<file path="src/adcc_pkg.sv">
// package: register map, field layouts and timing of the converter control
package adcc_pkg;
    // register byte addresses
    localparam logic [7:0] CFG_ADDR  = 8'hef;
    localparam logic [7:0] MODE_ADDR = 8'hd8;
    localparam logic [7:0] CAL_ADDR  = 8'hf5;
    // reset values
    localparam logic [7:0] CFG_RST  = 8'h00;
    localparam logic [7:0] MODE_RST = 8'h00;
    localparam logic [7:0] CAL_RST  = 8'h00;

    // converter_config_reg layout
    typedef struct packed {
        logic       pwr_up;
        logic       ext_ref;
        logic [1:0] conv_clock_div;
        logic [1:0] acquire_time;
        logic       timer_trigger_enable;
        logic       external_trigger_enable;
    } adcc_cfg_t;

    // channel_mode_reg layout
    typedef struct packed {
        logic       conversion_done_flag;
        logic       dma_en;
        logic       continuous_convert_bit;
        logic       single_convert_bit;
        logic [3:0] channel_select;
    } adcc_mode_t;

    // calibration_ctrl_reg layout, bit 7 is the read-only busy
    typedef struct packed {
        logic       busy;
        logic       gain_cal_disable;
        logic [1:0] average_count;
        logic       rsvd_zero;
        logic       rsvd_one;
        logic       cal_type;
        logic       start_calibration_bit;
    } adcc_cal_t;

    // channel codes
    localparam logic [3:0] CH_EXT_LAST = 4'h7;
    localparam logic [3:0] CH_TEMP     = 4'h8;
    localparam logic [3:0] CH_DAC0     = 4'h9;
    localparam logic [3:0] CH_DAC1     = 4'ha;
    localparam logic [3:0] CH_GND      = 4'hb;
    localparam logic [3:0] CH_REF      = 4'hc;
    localparam logic [3:0] CH_STOP     = 4'hf;

    // conversion timing in converter clocks
    localparam logic [4:0] CONV_CLKS = 5'h0f;
    localparam logic [4:0] SYNC_CLKS = 5'h01;
    // master clock dividers for codes 00,01,10,11
    localparam logic [5:0] DIV_C0 = 6'h08;
    localparam logic [5:0] DIV_C1 = 6'h04;
    localparam logic [5:0] DIV_C2 = 6'h10;
    localparam logic [5:0] DIV_C3 = 6'h20;
    // calibration averages for codes 00,01,10,11
    localparam logic [5:0] AVG_C0 = 6'h0f;
    localparam logic [5:0] AVG_C1 = 6'h01;
    localparam logic [5:0] AVG_C2 = 6'h1f;
    localparam logic [5:0] AVG_C3 = 6'h3f;

    // convert-start pin least low time
    localparam int CLK_PERIOD_NS  = 100;
    localparam int CONVERT_START_PIN_MIN_NS  = 100;
    localparam int CONVERT_START_PIN_MIN_CYC_I =
        (CONVERT_START_PIN_MIN_NS + CLK_PERIOD_NS - 1) / CLK_PERIOD_NS;
    localparam logic [3:0] CONVERT_START_PIN_MIN_CYC =
        (CONVERT_START_PIN_MIN_CYC_I < 1) ? 4'h1 : CONVERT_START_PIN_MIN_CYC_I[3:0];

    // controller states
    typedef enum logic [2:0] {
        ST_IDLE = 3'b001,
        ST_CONV = 3'b010,
        ST_CAL  = 3'b100
    } adcc_state_t;
endpackage

</file>
<file path="src/adcc_ctrl.sv">
// converter control: channel/mode, triggers, timing and calibration sequencer
`timescale 1ns/10ps

// Summary of operation
// - done flag on conversion end or DMA block
// - interrupt vector clears the done flag
// - DMA bit cleared by hardware at completion
// - DMA bit stops address strobe until start
// - single bit launches exactly one conversion
// - outside DMA channel comes from register
// - in DMA channel comes from memory
// - channel codes decoded, others reserved
// - stop code ends the DMA sequence
// - busy set during conversion or calibration
// - gain disable bit suppresses gain calibration
// - averages 15, 1, 31, 63 by code
// - type bit picks offset or gain
// - start calibration bit, cleared when done
// - conversion is 15 plus 1 plus acquisition
// - config bit six selects external reference
// - divide field gives 8, 4, 16, 32
// - acquisition field gives 1 to 4 clocks
// - timer overflow starts conversion when enabled
// - low convert-start pulse starts conversion
module adcc_ctrl (
    // clock, reset, enable
    input  wire logic       i_clk,
    input  wire logic       i_sys_rst,
    input  wire logic       i_ce,
    // special function register port
    input  wire logic [7:0] i_sfr_addr,
    input  wire logic       i_sfr_wr,
    input  wire logic [7:0] i_sfr_wdata,
    input  wire logic       i_sfr_rd,
    output logic      [7:0] o_sfr_rdata,
    // core events and triggers
    input  wire logic       i_int_ack,
    input  wire logic       i_t2_ovf,
    input  wire logic       i_convert_start_pin_n,
    // channel identifier fetched from external memory
    input  wire logic [3:0] i_dma_chan_id,
    // converter side
    output logic      [3:0] o_channel,
    output logic            o_chan_valid,
    output logic            o_track,
    output logic            o_conv_done,
    output logic            o_cal_active,
    output logic            o_cal_gain,
    output logic            o_ext_ref,
    output logic            o_busy,
    output logic            o_irq_flag,
    output logic            o_dma_active,
    output logic            o_ale_en
);
    adcc_pkg::adcc_cfg_t   cfg_r;
    adcc_pkg::adcc_mode_t  mode_r;
    adcc_pkg::adcc_cal_t   cal_r;
    adcc_pkg::adcc_state_t st_r;
    logic [5:0] div_cnt_r;
    logic [4:0] tck_r;
    logic [5:0] rd_cnt_r;
    logic       trig_r;
    logic       sync1_r;
    logic       sync2_r;
    logic [3:0] low_cnt_r;
    logic       dma_run_r;

    function automatic logic [5:0] div_of(input logic [1:0] c);
        case (c)
            2'b00:   div_of = adcc_pkg::DIV_C0;
            2'b01:   div_of = adcc_pkg::DIV_C1;
            2'b10:   div_of = adcc_pkg::DIV_C2;
            default: div_of = adcc_pkg::DIV_C3;
        endcase
    endfunction

    function automatic logic [5:0] avg_of(input logic [1:0] c);
        case (c)
            2'b00:   avg_of = adcc_pkg::AVG_C0;
            2'b01:   avg_of = adcc_pkg::AVG_C1;
            2'b10:   avg_of = adcc_pkg::AVG_C2;
            default: avg_of = adcc_pkg::AVG_C3;
        endcase
    endfunction

    function automatic logic chan_ok(input logic [3:0] c);
        chan_ok = (c <= adcc_pkg::CH_EXT_LAST) || (c == adcc_pkg::CH_TEMP)
               || (c == adcc_pkg::CH_DAC0) || (c == adcc_pkg::CH_DAC1)
               || (c == adcc_pkg::CH_GND) || (c == adcc_pkg::CH_REF);
    endfunction

    // register decode
    wire        wr_cfg  = i_sfr_wr && (i_sfr_addr == adcc_pkg::CFG_ADDR);
    wire        wr_mode = i_sfr_wr && (i_sfr_addr == adcc_pkg::MODE_ADDR);
    wire        wr_cal  = i_sfr_wr && (i_sfr_addr == adcc_pkg::CAL_ADDR);
    wire adcc_pkg::adcc_mode_t wmode = i_sfr_wdata;
    wire adcc_pkg::adcc_cal_t  wcal  = i_sfr_wdata;
    wire [7:0]  rd_mux =
        (i_sfr_addr == adcc_pkg::CFG_ADDR)  ? cfg_r :
        (i_sfr_addr == adcc_pkg::MODE_ADDR) ? mode_r :
        (i_sfr_addr == adcc_pkg::CAL_ADDR)  ? {o_busy, cal_r[6:0]} : 8'h00;

    // converter clock tick from the master clock
    wire [5:0]  div_n   = div_of(cfg_r.conv_clock_div);
    wire        tick    = (div_cnt_r == div_n - 6'h01);
    wire [4:0]  acq_n   = {3'b000, cfg_r.acquire_time} + 5'h01;
    wire [4:0]  conv_n  = adcc_pkg::CONV_CLKS + adcc_pkg::SYNC_CLKS + acq_n;
    wire        last_tk = tick && (tck_r == conv_n - 5'h01);
    wire        idle    = (st_r == adcc_pkg::ST_IDLE);

    // convert-start pin held low long enough
    wire        pin_trig = cfg_r.external_trigger_enable && !sync2_r
                        && (low_cnt_r == adcc_pkg::CONVERT_START_PIN_MIN_CYC - 4'h1);
    wire        t2_trig  = cfg_r.timer_trigger_enable && i_t2_ovf;
    wire        want    = mode_r.continuous_convert_bit
                       || mode_r.single_convert_bit || trig_r;
    wire [3:0]  chan_sel = mode_r.dma_en ? i_dma_chan_id
                                         : mode_r.channel_select;
    wire        dma_stop = idle && want && mode_r.dma_en
                        && (i_dma_chan_id == adcc_pkg::CH_STOP);
    wire        go_cal  = idle && cal_r.start_calibration_bit;
    wire        go_conv = idle && !go_cal && want && !dma_stop;
    // gain with disable set skips the readings
    wire        cal_skip = cal_r.cal_type && cal_r.gain_cal_disable;
    wire [5:0]  cal_rds  = avg_of(cal_r.average_count);
    wire        conv_end = (st_r == adcc_pkg::ST_CONV) && last_tk;
    wire        cal_end  = (st_r == adcc_pkg::ST_CAL)
                        && (cal_skip || (last_tk && rd_cnt_r == cal_rds));
    wire        blk_end  = dma_stop;
    wire        flag_set = (conv_end && !mode_r.dma_en) || blk_end;

    // pin synchroniser, second stage alone feeds the filter
    always_ff @(posedge i_clk) begin
        if (i_sys_rst) begin
            sync1_r   <= 1'b1;
            sync2_r   <= 1'b1;
            low_cnt_r <= 4'h0;
        end else if (i_ce) begin
            sync1_r   <= i_convert_start_pin_n;
            sync2_r   <= sync1_r;
            if (sync2_r)
                low_cnt_r <= 4'h0;
            else if (low_cnt_r != adcc_pkg::CONVERT_START_PIN_MIN_CYC)
                low_cnt_r <= low_cnt_r + 4'h1;
        end
    end

    // pending trigger, consumed at the start it causes
    always_ff @(posedge i_clk) begin
        if (i_sys_rst)
            trig_r <= 1'b0;
        else if (i_ce)
            trig_r <= pin_trig || t2_trig || (trig_r && !go_conv
                      && !dma_stop);
    end

    always_ff @(posedge i_clk) begin
        if (i_sys_rst)
            cfg_r <= adcc_pkg::CFG_RST;
        else if (i_ce && wr_cfg)
            cfg_r <= i_sfr_wdata;
    end

    // channel and mode register; a hardware set beats a software clear
    always_ff @(posedge i_clk) begin
        if (i_sys_rst) begin
            mode_r <= adcc_pkg::MODE_RST;
        end else if (i_ce) begin
            if (wr_mode)
                mode_r <= wmode;
            // clear by vector or by software write
            if (i_int_ack && !(wr_mode && wmode.conversion_done_flag))
                mode_r.conversion_done_flag <= 1'b0;
            // set on conversion or DMA block end
            if (flag_set)
                mode_r.conversion_done_flag <= 1'b1;
            // DMA bit drops at block end unless rewritten
            if (blk_end && !(wr_mode && wmode.dma_en))
                mode_r.dma_en <= 1'b0;
            // single bit ends with its cycle
            if ((conv_end || blk_end) && !mode_r.continuous_convert_bit
                && !(wr_mode && wmode.single_convert_bit))
                mode_r.single_convert_bit <= 1'b0;
        end
    end

    // calibration register; busy is not stored here
    always_ff @(posedge i_clk) begin
        if (i_sys_rst) begin
            cal_r <= adcc_pkg::CAL_RST;
        end else if (i_ce) begin
            if (wr_cal)
                cal_r <= {1'b0, wcal[6:0]};
            if (cal_end && !(wr_cal && wcal.start_calibration_bit))
                cal_r.start_calibration_bit <= 1'b0;
        end
    end

    // sequencer
    always_ff @(posedge i_clk) begin
        if (i_sys_rst) begin
            st_r      <= adcc_pkg::ST_IDLE;
            div_cnt_r <= 6'h00;
            tck_r     <= 5'h00;
            rd_cnt_r  <= 6'h00;
            dma_run_r <= 1'b0;
        end else if (i_ce) begin
            div_cnt_r <= (idle || tick) ? 6'h00 : div_cnt_r + 6'h01;
            if (tick)
                tck_r <= last_tk ? 5'h00 : tck_r + 5'h01;
            case (st_r)
                adcc_pkg::ST_IDLE: begin
                    tck_r    <= 5'h00;
                    rd_cnt_r <= 6'h01;
                    if (go_cal)
                        st_r <= adcc_pkg::ST_CAL;
                    else if (go_conv)
                        st_r <= adcc_pkg::ST_CONV;
                    if (go_conv && mode_r.dma_en)
                        dma_run_r <= 1'b1;
                    if (blk_end)
                        dma_run_r <= 1'b0;
                end
                adcc_pkg::ST_CONV: begin
                    // back to idle, continuous restarts next cycle
                    if (conv_end)
                        st_r <= adcc_pkg::ST_IDLE;
                end
                adcc_pkg::ST_CAL: begin
                    if (cal_end)
                        st_r <= adcc_pkg::ST_IDLE;
                    else if (last_tk)
                        rd_cnt_r <= rd_cnt_r + 6'h01;
                end
                default: st_r <= adcc_pkg::ST_IDLE;
            endcase
        end
    end

    // registered outputs
    always_ff @(posedge i_clk) begin
        if (i_sys_rst) begin
            o_sfr_rdata  <= 8'h00;
            o_channel    <= 4'h0;
            o_chan_valid <= 1'b0;
            o_track      <= 1'b0;
            o_conv_done  <= 1'b0;
            o_cal_active <= 1'b0;
            o_cal_gain   <= 1'b0;
            o_ext_ref    <= 1'b0;
            o_busy       <= 1'b0;
            o_irq_flag   <= 1'b0;
            o_dma_active <= 1'b0;
            o_ale_en     <= 1'b1;
        end else if (i_ce) begin
            if (i_sfr_rd)
                o_sfr_rdata <= rd_mux;
            // channel latched at start; calibration uses register code
            if (go_conv || go_cal)
                o_channel <= go_cal ? mode_r.channel_select : chan_sel;
            if (go_conv || go_cal)
                o_chan_valid <= chan_ok(go_cal ? mode_r.channel_select
                                               : chan_sel);
            // sync clock first, then acquisition window
            o_track      <= !idle && !last_tk && (tick ? tck_r + 5'h01
                            : tck_r) >= adcc_pkg::SYNC_CLKS
                            && (tick ? tck_r + 5'h01 : tck_r) <= acq_n;
            o_conv_done  <= conv_end;
            o_cal_active <= (go_cal || st_r == adcc_pkg::ST_CAL)
                            && !cal_end && !cal_skip;
            o_cal_gain   <= cal_r.cal_type;
            o_ext_ref    <= cfg_r.ext_ref;
            o_busy       <= (go_cal || go_conv || !idle)
                            && !conv_end && !cal_end;
            o_irq_flag   <= flag_set || (mode_r.conversion_done_flag
                            && !i_int_ack && !wr_mode) || (wr_mode
                            && wmode.conversion_done_flag);
            o_dma_active <= (dma_run_r || (go_conv && mode_r.dma_en))
                            && !blk_end;
            // strobe off from DMA set until its first start
            o_ale_en     <= !(mode_r.dma_en && !dma_run_r && !go_conv)
                            || blk_end;
        end
    end

    a_busy_state: assert property (@(posedge i_clk) disable iff (i_sys_rst)
        i_ce && !idle && !conv_end && !cal_end |=> o_busy)
        else $error("busy low during a cycle");
    a_flag_set: assert property (@(posedge i_clk) disable iff (i_sys_rst)
        i_ce && flag_set |=> mode_r.conversion_done_flag)
        else $error("done flag not set");
    a_ack_clear: assert property (@(posedge i_clk) disable iff (i_sys_rst)
        i_ce && i_int_ack && !flag_set && !wr_mode
        |=> !mode_r.conversion_done_flag)
        else $error("vector did not clear flag");
    a_dma_clear: assert property (@(posedge i_clk) disable iff (i_sys_rst)
        i_ce && blk_end && !wr_mode |=> !mode_r.dma_en && !o_dma_active)
        else $error("DMA bit survived block end");
    a_ale_gate: assert property (@(posedge i_clk) disable iff (i_sys_rst)
        i_ce && mode_r.dma_en && !dma_run_r && idle && !want |=> !o_ale_en)
        else $error("strobe ran while DMA armed");
    a_single_clr: assert property (@(posedge i_clk) disable iff (i_sys_rst)
        i_ce && conv_end && !mode_r.continuous_convert_bit && !wr_mode
        |=> !mode_r.single_convert_bit)
        else $error("single bit not cleared");
    a_cont_keep: assert property (@(posedge i_clk) disable iff (i_sys_rst)
        i_ce && conv_end && mode_r.continuous_convert_bit && !wr_mode
        |=> mode_r.single_convert_bit == $past(mode_r.single_convert_bit))
        else $error("single bit cleared in continuous");
    a_start_calibration_bit_clr: assert property (@(posedge i_clk) disable iff (i_sys_rst)
        i_ce && cal_end && !wr_cal |=> !cal_r.start_calibration_bit)
        else $error("start calibration not cleared");
    a_conv_len: assert property (@(posedge i_clk) disable iff (i_sys_rst)
        i_ce && conv_end |-> tck_r == 5'h0f + 5'h01 + acq_n - 5'h01)
        else $error("conversion length wrong");
    a_chan_src: assert property (@(posedge i_clk) disable iff (i_sys_rst)
        i_ce && go_conv && mode_r.dma_en |=> o_channel == $past(i_dma_chan_id))
        else $error("DMA channel not from memory");
endmodule // adcc_ctrl

</file>
<file path="config.mk">
export PLATFORM = sky130hd
export DESIGN_NAME = adcc_ctrl
export DESIGN_NICKNAME = d
export VERILOG_FILES = /design/src/adcc_pkg.sv /design/src/adcc_ctrl.sv
export SDC_FILE = /design/constraint.sdc
export NUM_CORES = 1
export LEC_CHECK = 0
export CAP_MARGIN = 5
export CORE_MARGIN = 4
export CORE_UTILIZATION = 45
export DETAILED_ROUTE_END_ITERATION = 8
export DONT_BUFFER_PORTS = 1
export PLACE_DENSITY = 0.68
export REMOVE_ABC_BUFFERS = 1
export SKIP_CTS_REPAIR_TIMING = 1
export SYNTH_ARGS = -nofsm -noshare
export SYNTH_HDL_FRONTEND = slang
export SYNTH_SLANG_ARGS = --single-unit
</file>
<file path="constraint.sdc">
create_clock -name i_clk -period 3.55 [get_ports i_clk]
set_clock_uncertainty 0.15 [all_clocks]
set_input_delay 0.1775 -clock i_clk [delete_from_list [all_inputs] [get_ports i_clk]]
set_output_delay 0.1775 -clock i_clk [all_outputs]
set_load 0.005 [all_outputs]
</file>
==> flow_metrics.env, run 1 <==
export IMPL_power_switching_uw=402
export IMPL_cp_slowest_cell="or4b_2"
export IMPL_p_total_mw=1.58
export IMPL_die_x_microns=98.8
export IMPL_netSwitchingFraction=0.255
export IMPL_gp_congestion=0.837
export IMPL_cp_max_fo=7
export IMPL_synth_area_leaders="dfxtp_1 (39%), mux2i_1 (8.1%), nor2_1 (7.2%)"
export IMPL_required_ns=3.64
export IMPL_rsz0062_at_grt="no"
export IMPL_syn_area_sq_mm=0.00371
export IMPL_p_leak_nw=1.51
export IMPL_drt_wl_total_microns=9830
export IMPL_fin_cells=558
export IMPL_synth_yosys_warnings=0
export IMPL_power_internal_mw=1.18
export IMPL_cp_arrival_ns=3.36
export IMPL_synth_top_area_frac=0.394
export IMPL_period_share=0.922
export IMPL_syn_inst=438
export IMPL_maxSlewViolCount=0
export IMPL_clkPwrFrac=0.380
export IMPL_port_buffers=0
export IMPL_routed_via_density=6.09
export IMPL_grt_max_degree=50
export IMPL_areaGrowthSynthToFinish_pct=12.9
export IMPL_period_minus_slack_ns=3.27
export IMPL_drt_initial_drc_count=302
export IMPL_path_delay_family="simple AND/OR/NAND/NOR gates"
export IMPL_seq_area_frac_synth=0.394
export IMPL_holdWs_ns=-0.0144
export IMPL_setup_viol=0
export IMPL_core_area_sq_mm=0.00789
export IMPL_wl_met1_microns=4240
export IMPL_cp_num_buf_inv=2
export IMPL_violations="hold timing"
export IMPL_synth_flop_cell="dfxtp_1"
export IMPL_cts_root_buf="clkbuf_8"
export IMPL_synth_top_area_cell="dfxtp_1"
export IMPL_fmax_mhz=306
export IMPL_drt_first_pass_iters=6
export IMPL_seqCellArea_sq_mm=0.00146
export IMPL_rows=32
export IMPL_synth_cell_types=58
export IMPL_post_dp_hpwl_microns=6640
export IMPL_cts_buffer_depth=2
export IMPL_postSynthAreaPerCell_sq_um=8.47
export IMPL_avgRoutedWirePerCell_microns=17.6
export IMPL_drc_errors=0
export IMPL_clock_sinks=73
export IMPL_ys_seq_elements=73
export IMPL_dieArea_sq_mm=0.00976
export IMPL_max_slew_margin=0.484
export IMPL_track_usage=0.193
export IMPL_drive_gt1_frac=0.0746
export IMPL_cts_buffers=9
export IMPL_max_stage_delay_ns=0.64
export IMPL_final_hold_violation_count=3
export IMPL_ant_nets=0
export IMPL_tightest_slew_ns=0.765
export IMPL_grt_pass1_wl_microns=15500
export IMPL_fillCellCount=709
export IMPL_grt_pass1_vias=3169
export IMPL_p_seq_frac=0.541
export IMPL_status="finished, violations left"
export IMPL_die_h_microns=98.8
export IMPL_cp_end_kind="flop"
export IMPL_vias=3398
export IMPL_synth_edf_count=0
export IMPL_nets=489
export IMPL_setup_tns_ns=0
export IMPL_worstPathCellList="a21boi_0, o22ai_1, nor4bb_1, buf_4, nand2_1, xnor2_1, ha_1, inv_1, or4b_2, a21oi_1, mux2i_1, a41o_1"
export IMPL_async_flop_share=0
export IMPL_drv_cap=0
export IMPL_antenna_diode_count=0
export IMPL_cp_start_kind="flop"
export IMPL_start_util=0.470
export IMPL_dpl_cell_count=523
export IMPL_mostFrequentLayoutCell="dfxtp_1"
export IMPL_p_comb_frac=0.079
export IMPL_wl_met3_microns=690
export IMPL_cts_tree="yes"
export IMPL_route_top_layer_used="met5"
export IMPL_wl_met2_microns=4680
export IMPL_grt_overflow=0
export IMPL_antenna_found_initial=1
export IMPL_cellPowerDensity_mw_per_mm2=377
export IMPL_worst_hold_path_type="in -> reg"
export IMPL_layout_common_cells="dfxtp_1 (73), nor2_1 (71), nand2_1 (41), mux2i_1 (30), a21oi_1 (20)"
export IMPL_ir_worst_vdd_uv=160
export IMPL_io_pins=50
export IMPL_critPathKind="reg -> reg"
export IMPL_multi_input_area_sq_mm=0.00212
export IMPL_clk_latency_ns=0.35
export IMPL_htreeDepth=3
export IMPL_path_clk_slew_ns=0.08
-- metal layers --
layer  track usage  vias up
li1              -     1650
met1         0.251     1610
met2         0.317      117
met3        0.0403       19
met4        0.0672        2
met5             0        -
-- worst paths after layout --
| path | start | end | slack, ns | cells past startpoint |
|---|---|---|---|---|
| worst max-delay path | div_cnt_r[4] | o_track | 0.28 | 12 |
| worst min-delay path | i_ce | dma_run_r | -0.01 | 2 |
| worst min register to register | sync1_r | sync1_r | 0.33 | 2 |
| worst max register to register | div_cnt_r[4] | o_track | 0.28 | 12 |
-- Yosys cell counts, types with 3 or more instances --
master,count
and2_1,6
nor3b_1,3
clkbuf_1,17
nor3_1,11
a211oi_1,11
nand2_1,41
nor4_1,5
mux2i_1,30
nor2_1,71
and3_1,6
nand3_1,14
o31ai_1,5
a311oi_1,4
inv_1,9
dfxtp_1,73
a21oi_1,20
a31oi_1,4
a222oi_1,8
o21ai_0,16
buf_2,3
nand4_1,6
a32oi_1,4
ha_1,9
xnor2_1,9
or4_1,4
xor2_1,5
-- sequential cells by signal, indices dropped and copies added, names as in the netlist, 3 cells and up --
register     count
o_channel        4
mode_r           8
st_r             3
rd_cnt_r         6
o_sfr_rdata      8
div_cnt_r        6
cal_r            7
low_cnt_r        4
tck_r            5
cfg_r            8
-- cells by family after synthesis --
group           Yosys count  share of synthesized area
mux                      31                     0.0850
flops                    73                      0.394
buf+inv                  32                     0.0334
compound gates           97                      0.188
simple gates            182                      0.236
fa+ha+maj                 9                     0.0304
xor+xnor                 14                     0.0331
-- metrics by stage --
step / hold WS (ns) / utilization / area, sq um / setup WS [ns]
6_report: -0.0144 / 0.531 / 4190 / 0.279
5_1_grt: -0.000897 / 0.531 / 4190 / 0.0738
4_1_cts: -0.272 / 0.503 / 3970 / 0.336
3_5_place_dp: 0.108 / 0.480 / 3790 / 0.369
3_3_place_gp: 0.105 / 0.480 / 3790 / 0.460
2_1_floorplan: 0.0966 / - / 3620 / 0.226
-- power groups by stage --
stage / Clock [mW] / Combinational, mW / Sequential (mW)
detailed placement: 0 / 0.0873 / 0.872
global route: 0.648 / 0.139 / 0.855
finish: 0.600 / 0.124 / 0.853
floorplan: 0 / 0.0696 / 0.866
global placement: 0 / 0.0853 / 0.871
CTS: 0.611 / 0.0873 / 0.853
-- layout make-up --
type	count	share of cell area
sequential	73	0.349
clock buffer	11	0.0362
timing repair buffer	25	0.0616
inverter	10	0.00897
clock inverter	4	0.00658
multi-input combinational	333	0.507
tap	102	0.0305
(Power assumes the default switching activity.)
==> run 2, diff against run 1 <==
--- a/config.mk
+++ b/config.mk
@@ -11,7 +11,6 @@
 export DETAILED_ROUTE_END_ITERATION = 8
 export DONT_BUFFER_PORTS = 1
 export PLACE_DENSITY = 0.68
-export REMOVE_ABC_BUFFERS = 1
 export SKIP_CTS_REPAIR_TIMING = 1
 export SYNTH_ARGS = -nofsm -noshare
 export SYNTH_HDL_FRONTEND = slang
==> constraint.sdc (replaced) <==
create_clock -name i_clk -period 3.4 [get_ports i_clk]
set_clock_uncertainty 0.15 [all_clocks]
set_input_delay 0.17 -clock i_clk [delete_from_list [all_inputs] [get_ports i_clk]]
set_output_delay 0.17 -clock i_clk [all_outputs]
set_load 0.005 [all_outputs]
==> run 2 against run 1 <==
Net effect: the flow still finishes with violations (hold timing); die area unchanged; core utilization rose by 0.57 points; count of clock-buffer cells in the layout is 1 lower; sequential share of layout area down 0.31 points; global-route usage rose by 0.27 points; fmax increased by 1.5%; non-clock buffer count is 1 higher; clock power rose by 26%; design area up 1.1%.
==> flow_metrics.env, run 2 (synthesized netlist as in run 1, its figures left out) <==
export IMPL_period_share=0.948
export IMPL_path_clk_slew_ns=0.08
export IMPL_worst_hold_path_type="in -> reg"
export IMPL_grt_overflow=0
export IMPL_layout_setup_ws_ns=0.176
export IMPL_avgRoutedWirePerCell_microns=17.2
export IMPL_status="finished, violations left"
export IMPL_required_ns=3.49
export IMPL_period_minus_slack_ns=3.22
export IMPL_tightest_slew_ns=1.09
export IMPL_cp_start_kind="flop"
export IMPL_htreeDepth=3
export IMPL_grt_pass1_wl_microns=15800
export IMPL_die_x_microns=98.8
export IMPL_reg_top3="cfg_r x8, mode_r x8, o_sfr_rdata x8"
export IMPL_reg2reg_from="div_cnt_r[4]"
export IMPL_grt_max_degree=50
export IMPL_cp_slowest_cell="or4b_2"
export IMPL_p_comb_frac=0.074
export IMPL_p_seq_frac=0.502
export IMPL_cellPowerDensity_mw_per_mm2=419
export IMPL_clock_sinks=73
export IMPL_worstPathCellList="a21boi_0, o22ai_1, nor4bb_2, buf_4, nand2_1, xnor2_1, ha_1, inv_1, or4b_2, a21oi_1, mux2i_1, a41o_1"
export IMPL_track_usage=0.196
export IMPL_fillCellCount=729
export IMPL_setup_tns_ns=0
export IMPL_reg2reg_slack_ns=0.18
export IMPL_antenna_found_initial=0
export IMPL_maxSlewViolCount=0
export IMPL_start_util=0.470
export IMPL_drv_cap=0
export IMPL_rr_worst_depth=12
export IMPL_die_h_microns=98.8
export IMPL_cts_root_buf="clkbuf_8"
export IMPL_ant_nets=0
export IMPL_place_ws_ns=0.200
export IMPL_rows=32
export IMPL_clkPwrFrac=0.425
export IMPL_p_leak_nw=1.52
export IMPL_cts_buffers=9
export IMPL_drt_wl_total_microns=9610
export IMPL_nets=490
export IMPL_syn_nets=475
export IMPL_final_hold_violation_count=3
export IMPL_setup_viol=0
export IMPL_drc_errors=0
export IMPL_max_slew_margin=0.273
export IMPL_netSwitchingFraction=0.244
export IMPL_cp_end_kind="flop"
export IMPL_fin_util=0.536
export IMPL_cp_max_fo=7
export IMPL_antenna_diode_count=0
export IMPL_drt_initial_drc_count=320
export IMPL_holdWs_ns=-0.0280
export IMPL_cts_tree="yes"
export IMPL_gp_congestion=0.828
export IMPL_vias=3367
export IMPL_startpoint="div_cnt_r[4]"
export IMPL_r2r_end="o_track"
export IMPL_drt_first_pass_iters=6
export IMPL_cts_buffer_depth=2
export IMPL_io_pins=50
export IMPL_cp_arrival_ns=3.32
export IMPL_critPathKind="reg -> reg"
export IMPL_areaGrowthSynthToFinish_pct=14.1
export IMPL_grt_pass1_vias=3041
export IMPL_ir_worst_vdd_uv=256
export IMPL_max_stage_delay_ns=0.62
export IMPL_clk_latency_ns=0.35
export IMPL_core_area_sq_mm=0.00789
export IMPL_dieArea_sq_mm=0.00976
export IMPL_violations="hold timing"
export IMPL_drive_gt1_frac=0.0830
export IMPL_post_dp_hpwl_microns=6630
export IMPL_cp_endpoint="o_track"
export IMPL_rsz0062_at_grt="no"
export IMPL_routed_via_density=6.01
export IMPL_layout_common_cells="nor2_1 (71), dfxtp_1 (71), nand2_1 (41), mux2i_1 (30), a21oi_1 (20)"
export IMPL_power_internal_mw=1.34
export IMPL_fmax_mhz=310
export IMPL_power_switching_uw=433
export IMPL_port_buffers=0
## run 2: worst min path at each step
stage / cells past startpoint / startpoint / end
3_3_place_gp: 1 / i_sys_rst / o_chan_valid
3_5_place_dp: 1 / i_sys_rst / o_dma_active
5_1_grt: 3 / i_ce / rd_cnt_r[0]
4_1_cts: 1 / i_sys_rst / low_cnt_r[3]
6_report: 3 / i_ce / o_ale_en
2_1_floorplan: 2 / i_convert_start_pin_n / sync1_r
## run 2: layout make-up
cell class                 count  area (sq um)  share of cell area
multi-input combinational    333          2130               0.503
sequential                    73          1460               0.346
timing repair buffer          26           253              0.0597
clock buffer                  10           128              0.0302
tap                          102           128              0.0302
clock inverter                 6          92.6              0.0219
inverter                      10          37.5             0.00887
## run 2: critical path: cells and delay by family (launching register included)
family / cells / cell delay [ns]
AND/OR/NAND/NOR: 3 / 1.04
adder cells (fa/ha/maj): 1 / 0.31
flip-flops: 1 / 0.41
multiplexers: 1 / 0.08
XOR/XNOR: 1 / 0.14
AO/OA/AOI/OAI: 4 / 0.70
buffers and inverters: 2 / 0.28
## run 2: metrics by stage
step | instances | total power [mW] | cell area, sq um
floorplan | 438 | 0.992 | 3710
detailed placement | 525 | 1.00 | 3800
CTS | 541 | 1.75 | 4020
global route | 560 | 1.84 | 4230
finish | 560 | 1.77 | 4230
global placement | 525 | 1.00 | 3800
## run 2: power by group through the flow
stage	clock network (mW)	registers (mW)	logic, mW
2_1_floorplan	0	0.903	0.0886
3_3_place_gp	0	0.909	0.0916
3_5_place_dp	0	0.910	0.0932
4_1_cts	0.763	0.890	0.0944
5_1_grt	0.807	0.893	0.146
6_report	0.753	0.890	0.130
## run 2: per-layer routing
metal | GRT usage | vias up | wire, microns
li1 | - | 1651 | -
met1 | 0.277 | 1596 | 4260
met2 | 0.300 | 109 | 4580
met3 | 0.0517 | 11 | 687
met4 | 0.0410 | 0 | 83
met5 | 0 | - | 0
